### src/dcs_params.svh
// Constants for the dual channel safe stop monitor.
`ifndef DCS_PARAMS_SVH
`define DCS_PARAMS_SVH
`define DCS_CLK_HZ          20000000
`define DCS_SKEW_MS         100
`define DCS_CYC_PER_MS      (`DCS_CLK_HZ / 1000)
`define DCS_SEL_SAFE_STOP   6'h21
`define DCS_SEL_MISMATCH    6'h22
`define DCS_SEL_ANY_FAULT   6'h0D
`define DCS_SEL_NO_FAULT    6'h1A
`define DCS_STATE_READY     4'h0
`define DCS_STATE_RUN       4'h1
`define DCS_STATE_UNDERV    4'h2
`define DCS_STATE_FAULT     4'h3
`define DCS_STATE_TUNING    4'h4
`define DCS_STATE_CONFIG    4'h5
`define DCS_STATE_DC_BRAKE  4'h6
`define DCS_STATE_SAFE_STOP 4'h7
`endif

### src/dcs_pkg.sv
// Types for the dual channel safe stop monitor.
package dcs_pkg;
  typedef enum logic [1:0] {
    DCS_SAFE,
    DCS_SKEW,
    DCS_ENABLED
  } dcs_chan_e;
  typedef logic [5:0] dcs_sel_t;
endpackage : dcs_pkg

### src/dcs_safe_stop_monitor.sv
// Two channel safe stop monitor with drive state and indication outputs.
`include "dcs_params.svh"

//////////////////////////////////////////////////////////////////////////////
// Function
// - Both channels low holds safe stop and ignores start and run commands; fault reset still clears a latched mismatch.
// - Safe stop releases only when both channels are high together.
// - One channel high, other low trips the channel mismatch fault.
// - Mismatch fault stays latched until a drive fault reset.
// - Both channels high disables safe stop and commands are accepted.
// - Channels must change within 100 ms, else mismatch fault.
// - Safe stop overrides run, ramps and every other control source except fault reset.
// - Drive state reported as one of eight states on a state port.
// - Output selection 33 shows safe stop active.
// - Output selection 34 shows channel mismatch fault.
// - Output selection 13 shows any fault present.
// - Output selection 26 shows no fault present.
// - After channels return, a start pulse is needed before running.
// - Three wire control: start on pulse, stop when stop input opens.
module dcs_safe_stop_monitor
  import dcs_pkg::*;
(
  input  wire logic       clk,
  input  wire logic       rst,
  input  wire logic       safe_stop_channel_a,
  input  wire logic       safe_stop_channel_b,
  input  wire logic       start_pulse_input,
  input  wire logic       run_permit_input,
  input  wire logic       fault_reset,
  input  wire logic       other_fault,
  input  wire logic       undervoltage,
  input  wire logic       self_tuning,
  input  wire logic       configuring,
  input  wire logic       dc_braking,
  input  wire logic       ramp_done,
  input  wire logic [5:0] output1_function_select,
  input  wire logic [5:0] output2_function_select,
  input  wire logic [5:0] output3_function_select,
  input  wire logic [5:0] output4_function_select,
  input  wire logic [5:0] output5_function_select,
  output logic            safe_stop_active_state,
  output logic            channel_mismatch_fault,
  output logic            run_enable,
  output logic            ramp_down,
  output logic [3:0]      drive_state_param,
  output logic            indication_output_1,
  output logic            indication_output_2,
  output logic            indication_output_3,
  output logic            indication_output_4,
  output logic            indication_output_5
);

  ////////////////////////////////////////////////////////////////////////////
  // Input synchronisers.
  logic [1:0] a_sync;
  logic [1:0] b_sync;
  logic [1:0] next_a_sync;
  logic [1:0] next_b_sync;

  always_comb begin
    next_a_sync = {a_sync[0], safe_stop_channel_a};
    next_b_sync = {b_sync[0], safe_stop_channel_b};
  end

  always_ff @(posedge clk) begin
    if (rst) begin
      a_sync <= 2'h0;
      b_sync <= 2'h0;
    end else begin
      a_sync <= next_a_sync;
      b_sync <= next_b_sync;
    end
  end

  logic chan_a;
  logic chan_b;
  assign chan_a = a_sync[1];
  assign chan_b = b_sync[1];

  ////////////////////////////////////////////////////////////////////////////
  // Channel state machine, skew timer and latched mismatch fault.
  localparam logic [14:0] CYC_MS  = 15'(`DCS_CYC_PER_MS);
  localparam logic [6:0]  SKEW_MS = 7'(`DCS_SKEW_MS);

  dcs_chan_e   chan_state;
  dcs_chan_e   next_chan_state;
  logic [14:0] cyc_cnt;
  logic [14:0] next_cyc_cnt;
  logic [6:0]  ms_cnt;
  logic [6:0]  next_ms_cnt;
  logic        mismatch;
  logic        next_mismatch;

  always_comb begin
    next_chan_state = chan_state;
    next_cyc_cnt    = 15'h0000;
    next_ms_cnt     = 7'h00;
    next_mismatch   = mismatch;
    case (chan_state)
      DCS_SAFE: begin
        if (chan_a && chan_b) begin
          next_chan_state = DCS_ENABLED;
        end else if (chan_a != chan_b) begin
          next_chan_state = DCS_SKEW;
        end
      end
      DCS_ENABLED: begin
        if (!chan_a && !chan_b) begin
          next_chan_state = DCS_SAFE;
        end else if (chan_a != chan_b) begin
          next_chan_state = DCS_SKEW;
        end
      end
      DCS_SKEW: begin
        if (chan_a == chan_b) begin
          next_chan_state = chan_a ? DCS_ENABLED : DCS_SAFE;
        end else if (cyc_cnt == CYC_MS - 15'h0001) begin
          next_ms_cnt = ms_cnt + 7'h01;
        end else begin
          next_cyc_cnt = cyc_cnt + 15'h0001;
          next_ms_cnt  = ms_cnt;
        end
        if (chan_a != chan_b && ms_cnt >= SKEW_MS) begin
          next_mismatch = 1'b1;
        end
        if (ms_cnt >= SKEW_MS) begin
          next_ms_cnt = ms_cnt;
        end
      end
      default: begin
        next_chan_state = DCS_SAFE;
      end
    endcase
    if (fault_reset && !(chan_state == DCS_SKEW && ms_cnt >= SKEW_MS)) begin
      next_mismatch = 1'b0;
    end
  end

  always_ff @(posedge clk) begin
    if (rst) begin
      chan_state <= DCS_SAFE;
      cyc_cnt    <= 15'h0000;
      ms_cnt     <= 7'h00;
      mismatch   <= 1'b0;
    end else begin
      chan_state <= next_chan_state;
      cyc_cnt    <= next_cyc_cnt;
      ms_cnt     <= next_ms_cnt;
      mismatch   <= next_mismatch;
    end
  end

  ////////////////////////////////////////////////////////////////////////////
  // Three wire run control gated by safe stop.
  logic any_fault;
  logic safe_hold;
  logic running;
  logic next_running;

  // Safe stop stays held while channels disagree within the skew window.
  assign safe_hold = (chan_state != DCS_ENABLED);
  assign any_fault = mismatch | other_fault;

  always_comb begin
    next_running = running;
    if (safe_hold || any_fault || undervoltage) begin
      next_running = 1'b0;
    end else if (!run_permit_input) begin
      next_running = 1'b0;
    end else if (start_pulse_input) begin
      next_running = 1'b1;
    end
  end

  always_ff @(posedge clk) begin
    if (rst) begin
      running <= 1'b0;
    end else begin
      running <= next_running;
    end
  end

  ////////////////////////////////////////////////////////////////////////////
  // State reporting and indication outputs.
  function automatic logic ind_sel(input dcs_sel_t sel, input logic act,
                                   input logic mis, input logic flt);
    case (sel)
      `DCS_SEL_SAFE_STOP: ind_sel = act;
      `DCS_SEL_MISMATCH:  ind_sel = mis;
      `DCS_SEL_ANY_FAULT: ind_sel = flt;
      `DCS_SEL_NO_FAULT:  ind_sel = !flt;
      default:            ind_sel = 1'b0;
    endcase
  endfunction : ind_sel

  logic [3:0] next_state_param;
  logic [4:0] ind;
  logic [4:0] next_ind;
  logic       ramp;
  logic       next_ramp;

  always_comb begin
    if (any_fault) begin
      next_state_param = `DCS_STATE_FAULT;
    end else if (safe_hold) begin
      next_state_param = `DCS_STATE_SAFE_STOP;
    end else if (undervoltage) begin
      next_state_param = `DCS_STATE_UNDERV;
    end else if (self_tuning) begin
      next_state_param = `DCS_STATE_TUNING;
    end else if (configuring) begin
      next_state_param = `DCS_STATE_CONFIG;
    end else if (dc_braking) begin
      next_state_param = `DCS_STATE_DC_BRAKE;
    end else if (running) begin
      next_state_param = `DCS_STATE_RUN;
    end else begin
      next_state_param = `DCS_STATE_READY;
    end
    next_ind[0] = ind_sel(output1_function_select, safe_hold, mismatch, any_fault);
    next_ind[1] = ind_sel(output2_function_select, safe_hold, mismatch, any_fault);
    next_ind[2] = ind_sel(output3_function_select, safe_hold, mismatch, any_fault);
    next_ind[3] = ind_sel(output4_function_select, safe_hold, mismatch, any_fault);
    next_ind[4] = ind_sel(output5_function_select, safe_hold, mismatch, any_fault);
    // Ramp down only while enabled and permit removed; safe stop cuts it.
    next_ramp = !safe_hold && !any_fault && !run_permit_input && !ramp_done
                && (running || ramp);
  end

  always_ff @(posedge clk) begin
    if (rst) begin
      drive_state_param <= `DCS_STATE_SAFE_STOP;
      ind               <= 5'h00;
      ramp              <= 1'b0;
    end else begin
      drive_state_param <= next_state_param;
      ind               <= next_ind;
      ramp              <= next_ramp;
    end
  end

  assign safe_stop_active_state = safe_hold;
  assign channel_mismatch_fault = mismatch;
  assign run_enable             = running;
  assign ramp_down              = ramp;
  assign indication_output_1    = ind[0];
  assign indication_output_2    = ind[1];
  assign indication_output_3    = ind[2];
  assign indication_output_4    = ind[3];
  assign indication_output_5    = ind[4];

endmodule : dcs_safe_stop_monitor

### config.mk
export PLATFORM = sky130hd
export DESIGN_NAME = dcs_safe_stop_monitor
export DESIGN_NICKNAME = d
export VERILOG_FILES = /design/src/dcs_pkg.sv /design/src/dcs_safe_stop_monitor.sv
export VERILOG_INCLUDE_DIRS = /design/src
export SDC_FILE = /design/constraint.sdc
export NUM_CORES = 1
export LEC_CHECK = 0
export ABC_AREA = 1
export BUFFER_PORTS_ARGS = -buffer_cell sky130_fd_sc_hd__buf_2
export CAP_MARGIN = 20
export CORE_MARGIN = 1
export CORE_UTILIZATION = 40
export CTS_CLUSTER_DIAMETER = 80
export DETAILED_ROUTE_END_ITERATION = 7
export HOLD_SLACK_MARGIN = 0.15
export SLEW_MARGIN = 10
export SYNTH_ARGS = -nofsm -noshare
export SYNTH_HDL_FRONTEND = slang
export SYNTH_SLANG_ARGS = --single-unit
### constraint.sdc
create_clock -name clk -period 2.2 [get_ports clk]
set_input_delay 0.33 -clock clk [delete_from_list [all_inputs] [get_ports clk]]
set_output_delay 0.33 -clock clk [all_outputs]
set_load 0.01 [all_outputs]
==> results.txt, run 1 <==
run status: finished, final reports clean
fraction of layout cells with a size suffix above 1: 21.5%
initial antenna violation count: 0
Syn Inst Count: 314
LEAKAGE: 1.13 nW
RR Endpoint: ms_cnt[2]$_SDFFE_PP0P_
total power: 1.33 mW
Reg2Reg Launch Point: a_sync[1]$_SDFF_PP0_
Hold WC Path Type: in -> reg
top post-synthesis cells by area: dfxtp_1 (36%), inv_1 (9.5%), nand2_1 (8.2%)
port bufs: 54
Switching Fraction: 25.0%
DR iter-0 viols: 100
syn_nets: 362
crit path to: ms_cnt[2]$_SDFFE_PP0P_
Final ANT Viol Nets: 0
nets@finish: 419
worst vdd ir: 0.228 mV
clk_lat worst skew: 0.29 ns
DRC: 0
final setup fails: 0
final instance area: 0.00258 mm²
min cycle time layout: 1.66 ns
DP Wirelength: 3420 µm
Crit path buffers/inverters: 2
max cap viols: 0
Non-Filler Instances: 442
sequential share of power: 54.0%
top-area cell type share of the netlist area: 36.1%
Routed WL: 4420 µm
clock root buffer: clkbuf_8
synth warn: 0
Fillers: 528
clock power share: 34.9%
Syn Std Cell Area: 0.00216 mm²
Ports: 56
Int Pwr: 0.997 mW
die width: 75.5 µm
Cell Pwr Density: 516 mW/mm²
pin count of the biggest net entering global routing: 16
Worst R2R Path Depth: 6
vias per cell: 4.59
Logic pwr share: 11.1%
Slew Limit Fails: 0
via count: 2028
dpl cells: 434
Num CTS Buffers: 5
first-pass GRT wire length: 7310 µm
Yosys top cell by area: dfxtp_1
Resized Gates After CTS: 0
most frequent CP cell: inv_1
#FFs+latches synth: 39
crit path max fanout: 8
NetSw: 0.333 mW
Setup WS pre-CTS: 0.546 ns
skew final: 0.00837 ns
crit path kind: reg -> reg
Hold Vio Cnt, Final: 0
slowest CP cell: ha_1
Max H-tree Level: 2
commonest non-fill, non-tap cell in the layout: inv_1
gr ovfl total: 0
Distinct cells, synth: 36
total track usage: 16.9%
arrival time of the worst setup path: 1.88 ns
setup tns final: 0 ns
CTS clock-pin slew for the worst setup and hold paths: 0.08 ns
max incr delay on CP: 0.54 ns
wire per inst: 9.99 µm
RSZ-0062 raised after global routing: false
gpl congestion: 0.804
Die Ht: 75.5 µm
flop2flop setup slack: 0.54 ns
cell family with most CP delay: adder cells
Tcrit/Tclk final: 75.3%
floorplan row count: 26
syn_area_per_cell: 6.89 µm²
Clock Sinks: 39
commonest cells after routing, fill and taps aside: inv_1 (55), buf_2 (54), nand2_1 (47), nor2_1 (45), dfxtp_1 (39)
vias in the first global route: 1780
Setup Fix Bufs, Post-CTS: 0
Seq/Total Area, Yosys: 36.1%
core box area: 0.00517 mm²
Critical Path Stages: 6
clock buffer depth: 2
CTS tree: yes
Antenna Cells: 0
die area: 0.00571 mm²
Final WS setup: 0.542 ns
DP Area: 0.00250 mm²
Critical path origin: a_sync[1]$_SDFF_PP0_
Starting Density: 41.8%
Area growth syn-to-layout: 19.1%
CP endpoint kind: flop
Req. time, crit path: 2.42 ns
Post-Route Utilization: 49.8%
Fmax: 0.603 GHz
DRT Pass-1 Iters: 4
WHS: 0.203 ns
Cell Chain, Critical Path: inv_1 > ha_1 > inv_1 > nor3b_1 > nand3_1 > a21oi_1
critical path launch point type: flop
Post-CTS Hold Buffers: 0
worst min-delay path by stage:
stage	start	to	cells past startpoint
after detailed placement	a_sync[0]$_SDFF_PP0_	a_sync[1]$_SDFF_PP0_	2
after global placement	a_sync[0]$_SDFF_PP0_	a_sync[1]$_SDFF_PP0_	2
after global routing	ramp_done	ramp_down$_SDFF_PP0_	2
final	ramp_done	ramp_down$_SDFF_PP0_	2
after floorplan	a_sync[0]$_SDFF_PP0_	a_sync[1]$_SDFF_PP0_	2
after CTS	ramp_done	ramp_down$_SDFF_PP0_	2
layout make-up:
class / count / area (µm²) / share of cell area (%)
inverter: 58 / 218 / 8.45
timing repair buffer: 55 / 278 / 10.8
multi-input combinational: 212 / 1130 / 43.9
clock buffer: 7 / 76.3 / 2.96
sequential: 39 / 781 / 30.3
clock inverter: 1 / 5.00 / 0.194
tap: 70 / 87.6 / 3.40
cell families after synthesis:
group                      count (synthesis)  share of synthesized area, %
DFF                                       39                          36.1
AOI/OAI and AO/OA                         39                          10.3
xor gates and xnor gates                   7                          2.83
buffers and inverters                     63                          11.6
other                                      1                         0.173
and+or+nand+nor                          160                          36.1
adders and majority gates                  5                          2.89
flip-flops by register name (all words and copies together) (netlist names):
name                    flops
channel_mismatch_fault      1
ind                         5
b_sync                      2
ms_cnt                      7
run_enable                  1
cyc_cnt                    15
a_sync                      2
ramp_down                   1
chan_state                  2
drive_state_param           3
Yosys cell counts:
master,instances
and3_1,1
nor3b_1,2
ha_1,5
nand2_4,2
or2_0,1
nand3_1,34
xnor2_1,3
clkbuf_1,1
o21ai_0,17
a311oi_1,1
nand3_4,1
nor3_1,7
conb_1,1
a21oi_2,1
o22ai_1,1
buf_2,2
inv_2,3
buf_6,1
nand4_1,8
o211ai_1,2
nor2_2,2
nand2_8,1
nand2_1,47
nor3_2,3
inv_1,55
nand3_2,1
nor2_1,45
nand2_2,2
xor2_1,4
a21oi_1,14
buf_4,1
o21bai_4,1
nor4_1,1
nor2_4,2
dfxtp_1,39
o21ai_1,2
power groups by stage:
stage / combinational [mW] / clock, mW / sequential [mW]
final: 0.147 / 0.464 / 0.718
after global routing: 0.169 / 0.517 / 0.719
after detailed placement: 0.148 / 0 / 0.735
after floorplan: 0.0823 / 0 / 0.735
after global placement: 0.146 / 0 / 0.734
after CTS: 0.148 / 0.484 / 0.718
metal layers:
layer  up-vias  global-route usage (%)  part of all wire [%]
met5         -                       0                     0
li1       1114                       -                     -
met1       874                    20.7                    49
met2        32                    27.9                    46
met4         0                    8.02                   1.7
met3         8                    4.10                   2.9
Power figures use the tool's default switching activity.
==> run 2, diff against run 1 <==
- ABC_AREA: 1 -> 0
- PLACE_DENSITY: unset -> 0.66
- clock period: 2.2 -> 1.3 ns (I/O delays scaled with it)
==> results.txt, run 2 <==
crit path max fanout: 8 (unchanged)
nets@finish: 391 (-6.7%)
Cell Pwr Density: 777 mW/mm² (+51%)
clock root buffer: clkbuf_8
clock buffer depth: 2 (unchanged)
commonest cells after routing, fill and taps aside: buf_2 (54), buf_4 (44), dfxtp_1 (34), nor2_1 (22), nand3_1 (12)
crit path kind: reg -> reg
setup tns final: -13.07 ns (-13.07 ns)
Yosys top cell by area: dfxtp_1
Cell Chain, Critical Path: or4b_4 > or4b_4 > a211o_1 > and3_1
Logic pwr share: 10.9% (-0.2 points)
final setup fails: 25 (+25)
multi-input logic area: 0.00137 mm² (+21%)
arrival time of the worst setup path: 2.15 ns (+0.27 ns)
Fillers: 422 (-20%)
port bufs: 54 (unchanged)
most frequent CP cell: or4b_4
clk_lat worst skew: 0.29 ns (about the same)
Post-synth top flop: dfxtp_1
top post-synthesis cells by area: dfxtp_1 (37%), nor4bb_1 (5.2%), xor2_1 (4.6%)
max incr delay on CP: 0.58 ns (+0.04 ns)
worst vdd ir: 0.656 mV (+190%)
EDFF count, synth: 0 (unchanged)
DRC: 0 (unchanged)
die width: 74.4 µm (-1.5%)
floorplan row count: 25 (-3.8%)
Crit path buffers/inverters: 0 (-2)
via count: 2132 (+5.1%)
gr ovfl total: 0 (unchanged)
Biggest register: cyc_cnt
initial antenna violation count: 0 (unchanged)
run status: complete, but fails checks
skew final: 0.00882 ns (+0.000446 ns)
Hold WC Path Type: in -> reg
Distinct cells, synth: 54 (+50%)
Sequential cell area: 790 µm² (+1.1%)
#FFs+latches synth: 39 (unchanged)
slowest CP cell: or4b_4
vias per cell: 5.20 (+13%)
Ports: 56 (unchanged)
vias in the first global route: 1969 (+11%)
Routed WL: 5300 µm (+20%)
top cells by count, synth: dfxtp_1 (39), nor2_1 (22), nand3_1 (12)
Final WS setup: -0.671 ns (-1.21 ns)
max cap viols: 0 (unchanged)
min cycle time layout: 1.97 ns (+0.314 ns)
Switching Fraction: 21.2% (-3.9 points)
Num CTS Buffers: 5 (unchanged)
Hold Vio Cnt, Final: 0 (unchanged)
Req. time, crit path: 1.48 ns (-0.94 ns)
RSZ-0062 raised after global routing: true
pin count of the biggest net entering global routing: 14 (-2)
die area: 0.00554 mm² (-2.9%)
synth warn: 0 (unchanged)
DRT Pass-1 Iters: 4 (unchanged)
ys async rst share: 0% (unchanged)
max reg flops: 15 (unchanged)
Slew Limit Fails: 0 (unchanged)
wire per inst: 12.9 µm (+29%)
core box area: 0.00488 mm² (-5.7%)
cell family with most CP delay: simple AND/OR/NAND/NOR gates
DR iter-0 viols: 81 (-19%)
Die Ht: 74.4 µm (-1.5%)
NetSw: 0.516 mW (+55%)
LEAKAGE: 1.37 nW (+22%)
Final ANT Viol Nets: 0 (unchanged)
syn_nets: 280 (-23%)
top-count cell post-synth: dfxtp_1
commonest non-fill, non-tap cell in the layout: buf_2
Max H-tree Level: 2 (unchanged)
Seq/Total Area, Yosys: 37.2% (+1.1 points)
Int Pwr: 1.92 mW (+93%)
sequential share of power: 49.6% (-4.4 points)
Fmax: 0.507 GHz (-16%)
Syn Inst Count: 232 (-26%)
first-pass GRT wire length: 8530 µm (+17%)
syn_area_per_cell: 9.04 µm² (+31%)
critical path launch point type: flop
Tcrit/Tclk final: 152% (+76 points)
Syn Std Cell Area: 0.00210 mm² (-3.0%)
total power: 2.44 mW (+83%)
DP Wirelength: 3720 µm (+8.7%)
Starting Density: 43.0% (+1.2 points)
CTS clock-pin slew for the worst setup and hold paths: 0.08 ns (about the same)
Clock Sinks: 39 (unchanged)
top-area cell type share of the netlist area: 37.2% (+1.1 points)
Antenna Cells: 0 (unchanged)
total track usage: 20.0% (+3.1 points)
CTS tree: yes
gpl congestion: 0.861 (+7.1%)
clock power share: 39.5% (+4.6 points)
Area growth syn-to-layout: 49.6%
top flop regs: cyc_cnt: 15 flops, ms_cnt: 7 flops, ind: 5 flops
failing checks: setup timing
CP endpoint kind: flop
fraction of layout cells with a size suffix above 1: 41.7% (+20 points)
-- run 2: repair_timing --
action / in CTS / in global routing
gates resized for setup: 20 / 13
hold buffers: 6 / 0
setup endpoints to repair: 27 / 29
pin swaps: 5 / 8
setup buffers: 6 / 4
hold endpoints to repair: 5 / 0
-- run 2: final timing paths --
kind,to,slack (ns),start,depth (start not counted)
max reg2reg,ms_cnt[0]$_SDFFE_PP0P_,-0.67,cyc_cnt[8]$_SDFF_PP0_,4
max,ms_cnt[0]$_SDFFE_PP0P_,-0.67,cyc_cnt[8]$_SDFF_PP0_,4
min reg2reg,a_sync[1]$_SDFF_PP0_,0.44,a_sync[0]$_SDFF_PP0_,1
min,ind[4]$_SDFF_PP0_,0.18,output5_function_select[5],3
-- run 2: layout make-up --
class | instances | area share (%)
tap | 67 | 2.67
clock buffer | 6 | 2.31
timing repair buffer | 113 | 24.6
clock inverter | 1 | 0.957
sequential | 39 | 25.1
inverter | 6 | 0.717
multi-input combinational | 178 | 43.6
-- run 2: kinds of logic (layout without fill, tap and decap cells) --
| logic type | count (synthesis) | count (layout) | synth area share (%) |
|---|---|---|---|
| compound gates | 36 | 36 | 11.6 |
| xor+xnor | 13 | 13 | 5.43 |
| fa+ha+maj | 5 | 5 | 2.98 |
| buf+inv | 15 | 126 | 3.34 |
| flops | 39 | 39 | 37.2 |
| mux | 6 | 6 | 3.16 |
| other cells | 1 | 1 | 0.179 |
| simple gates | 117 | 117 | 36.1 |
-- run 2: worst reg2reg max path, stage by stage (launching register included) --
cell and delay (ns):
dfxtp_1 0.31, or4b_4 0.54, or4b_4 0.58, a211o_1 0.27, and3_1 0.16
-- run 2: power by group through the flow --
stage	clock network, mW	logic [mW]	registers (mW)
global placement	0	0.218	1.24
floorplan	0	0.0895	1.24
detailed placement	0	0.222	1.24
CTS	0.985	0.255	1.21
global route	1.05	0.289	1.21
finish	0.964	0.265	1.21
-- run 2: stage by stage --
step                hold slack, ns  std cells  util, %  worst slack [ns]  instance area, µm²
floorplan                    0.267        232        -            -0.782                2140
global placement             0.363        388     56.6            -0.746                2760
detailed placement           0.366        388     56.6            -0.765                2760
CTS                          0.178        406     62.7            -0.659                3060
global route                 0.177        410     64.3            -0.756                3140
finish                       0.184        410     64.3            -0.671                3140
-- run 2: metal layers --
layer  vias to the layer above  wire length, µm  GRT usage (%)
met2                        48             2590           33.1
met3                         7              194           4.61
met1                       993             2440           25.5
li1                       1084                -              -
met4                         0               70           7.13
met5                         -                0              0
==> run 3, diff against run 2 <==
==> constraint.sdc (replaced) <==
create_clock -name clk -period 1.3 [get_ports clk]
set_input_delay 0.195 -clock clk [delete_from_list [all_inputs] [get_ports clk]]
set_output_delay 0.195 -clock clk [all_outputs]
set_load 0.005 [all_outputs]
==> results.txt, run 3 (synthesis gave the netlist of run 2 again) <==
run status: complete, but fails checks
failing checks: setup timing
multi-input logic area: 0.00137 mm² (unchanged)
Tcrit/Tclk final: 152% (about the same)
Setup WS pre-CTS: -0.765 ns (unchanged)
RSZ-0062 raised after global routing: true
gpl congestion: 0.861 (unchanged)
crit path max fanout: 8 (unchanged)
Final WS setup: -0.672 ns (-0.000650 ns)
DP Area: 0.00276 mm² (unchanged)
Hold WC Path Type: in -> reg
Req. time, crit path: 1.48 ns (about the same)
commonest non-fill, non-tap cell in the layout: buf_2
worst vdd ir: 0.653 mV (-0.46%)
max cap viols: 0 (unchanged)
max reg flops: 15 (unchanged)
Die Ht: 74.4 µm (unchanged)
CTS clock-pin slew for the worst setup and hold paths: 0.08 ns (about the same)
final setup fails: 25 (unchanged)
core box area: 0.00488 mm² (unchanged)
Slew Limit Fails: 0 (unchanged)
commonest cells after routing, fill and taps aside: buf_2 (54), buf_4 (45), dfxtp_1 (34), nor2_1 (22), nand3_1 (12)
floorplan row count: 25 (unchanged)
DRT Pass-1 Iters: 4 (unchanged)
via count: 2123 (-0.42%)
Biggest register: cyc_cnt
wire per inst: 12.9 µm (about the same)
final instance area: 0.00314 mm² (-0.12%)
clk_lat worst skew: 0.29 ns (about the same)
top flop regs: cyc_cnt: 15 flops, ms_cnt: 7 flops, ind: 5 flops
die width: 74.4 µm (unchanged)
DR iter-0 viols: 79 (-2.5%)
Int Pwr: 1.92 mW (about the same)
Clock Sinks: 39 (unchanged)
Ports: 56 (unchanged)
Logic pwr share: 10.8% (about the same)
vias in the first global route: 1969 (unchanged)
LEAKAGE: 1.37 nW (-0.13%)
initial antenna violation count: 0 (unchanged)
pin count of the biggest net entering global routing: 14 (unchanged)
CP endpoint kind: flop
clock buffer depth: 2 (unchanged)
Cell Chain, Critical Path: or4b_4 > or4b_4 > a211o_1 > and3_1
Cell Pwr Density: 777 mW/mm² (-0.11%)
first-pass GRT wire length: 8530 µm (unchanged)
most frequent CP cell: or4b_4
max incr delay on CP: 0.58 ns (about the same)
clock power share: 39.5% (about the same)
NetSw: 0.511 mW (-1.0%)
slowest CP cell: or4b_4
CTS tree: yes
min cycle time layout: 1.97 ns (+0.000650 ns)
DP Wirelength: 3720 µm (unchanged)
Fmax: 0.507 GHz (about the same)
gr ovfl total: 0 (unchanged)
fraction of layout cells with a size suffix above 1: 41.7% (unchanged)
critical path launch point type: flop
total power: 2.43 mW (-0.23%)
nets@finish: 391 (unchanged)
vias per cell: 5.18 (-0.42%)
Hold Vio Cnt, Final: 0 (unchanged)
total track usage: 20.0% (unchanged)
Starting Density: 43.0% (unchanged)
DRC: 0 (unchanged)
die area: 0.00554 mm² (unchanged)
skew final: 0.00896 ns (+0.000143 ns)
Num CTS Buffers: 5 (unchanged)
Antenna Cells: 0 (unchanged)
Sequential cell area: 790 µm² (unchanged)
clock root buffer: clkbuf_8
Area growth syn-to-layout: 49.4%
Fillers: 422 (unchanged)
Switching Fraction: 21.0% (-0.17 points)
sequential share of power: 49.7% (about the same)
Max H-tree Level: 2 (unchanged)
crit path kind: reg -> reg
port bufs: 54 (unchanged)
Routed WL: 5300 µm (about the same)
arrival time of the worst setup path: 2.15 ns (about the same)
Final ANT Viol Nets: 0 (unchanged)
==> run 3: cell types whose count changed in the layout (fill, tap and decap cells not counted) <==
cell     change
buf_4        +1
buf_6        -1
o21ai_0      -1
o21ai_1      +1
==> run 3: worst paths after layout <==
kind / cells past startpoint / slack (ns) / to / from
max: 4 / -0.67 / ms_cnt[0]$_SDFFE_PP0P_ / cyc_cnt[8]$_SDFF_PP0_
min: 3 / 0.18 / ind[1]$_SDFF_PP0_ / output2_function_select[5]
max reg2reg: 4 / -0.67 / ms_cnt[0]$_SDFFE_PP0P_ / cyc_cnt[8]$_SDFF_PP0_
min reg2reg: 1 / 0.44 / a_sync[1]$_SDFF_PP0_ / a_sync[0]$_SDFF_PP0_
==> run 3: routing by layer <==
| metal | wire length [µm] | global-route usage [%] | vias up |
|---|---|---|---|
| li1 | - | - | 1084 |
| met3 | 240 | 4.61 | 7 |
| met5 | 0 | 0 | - |
| met1 | 2390 | 25.5 | 983 |
| met2 | 2600 | 33.1 | 49 |
| met4 | 70 | 7.13 | 0 |
==> run 3: repair_timing <==
action	CTS	global route
pin swaps	5	8
hold buffers	6	0
setup endpoints to repair	27	29
hold endpoints to repair	5	0
resized for setup	20	13
setup buffers	6	4
==> run 3: power groups by stage <==
stage	combinational (mW)	sequential (mW)	clock, mW
after detailed placement	0.219	1.24	0
after global placement	0.216	1.24	0
after global routing	0.287	1.21	1.05
final	0.263	1.21	0.961
after CTS	0.253	1.21	0.985
after floorplan	0.0887	1.24	0
==> run 3: worst max-delay path, delay by kind of cell, from the launching register on <==
family	cells	cell delay [ns]
and+or+nand+nor	3	1.28
DFF	1	0.31
AOI/OAI and AO/OA	1	0.27
==> run 3: area by class of cell <==
class / instances / share of cell area, %
repair buffers: 113 / 24.5
inverters: 6 / 0.718
well taps: 67 / 2.67
flip-flops and latches: 39 / 25.2
clock inverters: 1 / 0.958
clock buffers: 6 / 2.31
multi-input cells: 178 / 43.7
==> run 3: stage by stage <==
step,utilization (%),cells,TNS [ns],hold WS [ns]
finish,64.3,410,-13.04,0.184
CTS,62.7,406,-12.62,0.178
global placement,56.6,388,-13.61,0.363
global route,64.3,410,-14.51,0.177
detailed placement,56.6,388,-14.25,0.366
floorplan,-,232,-14.26,0.267
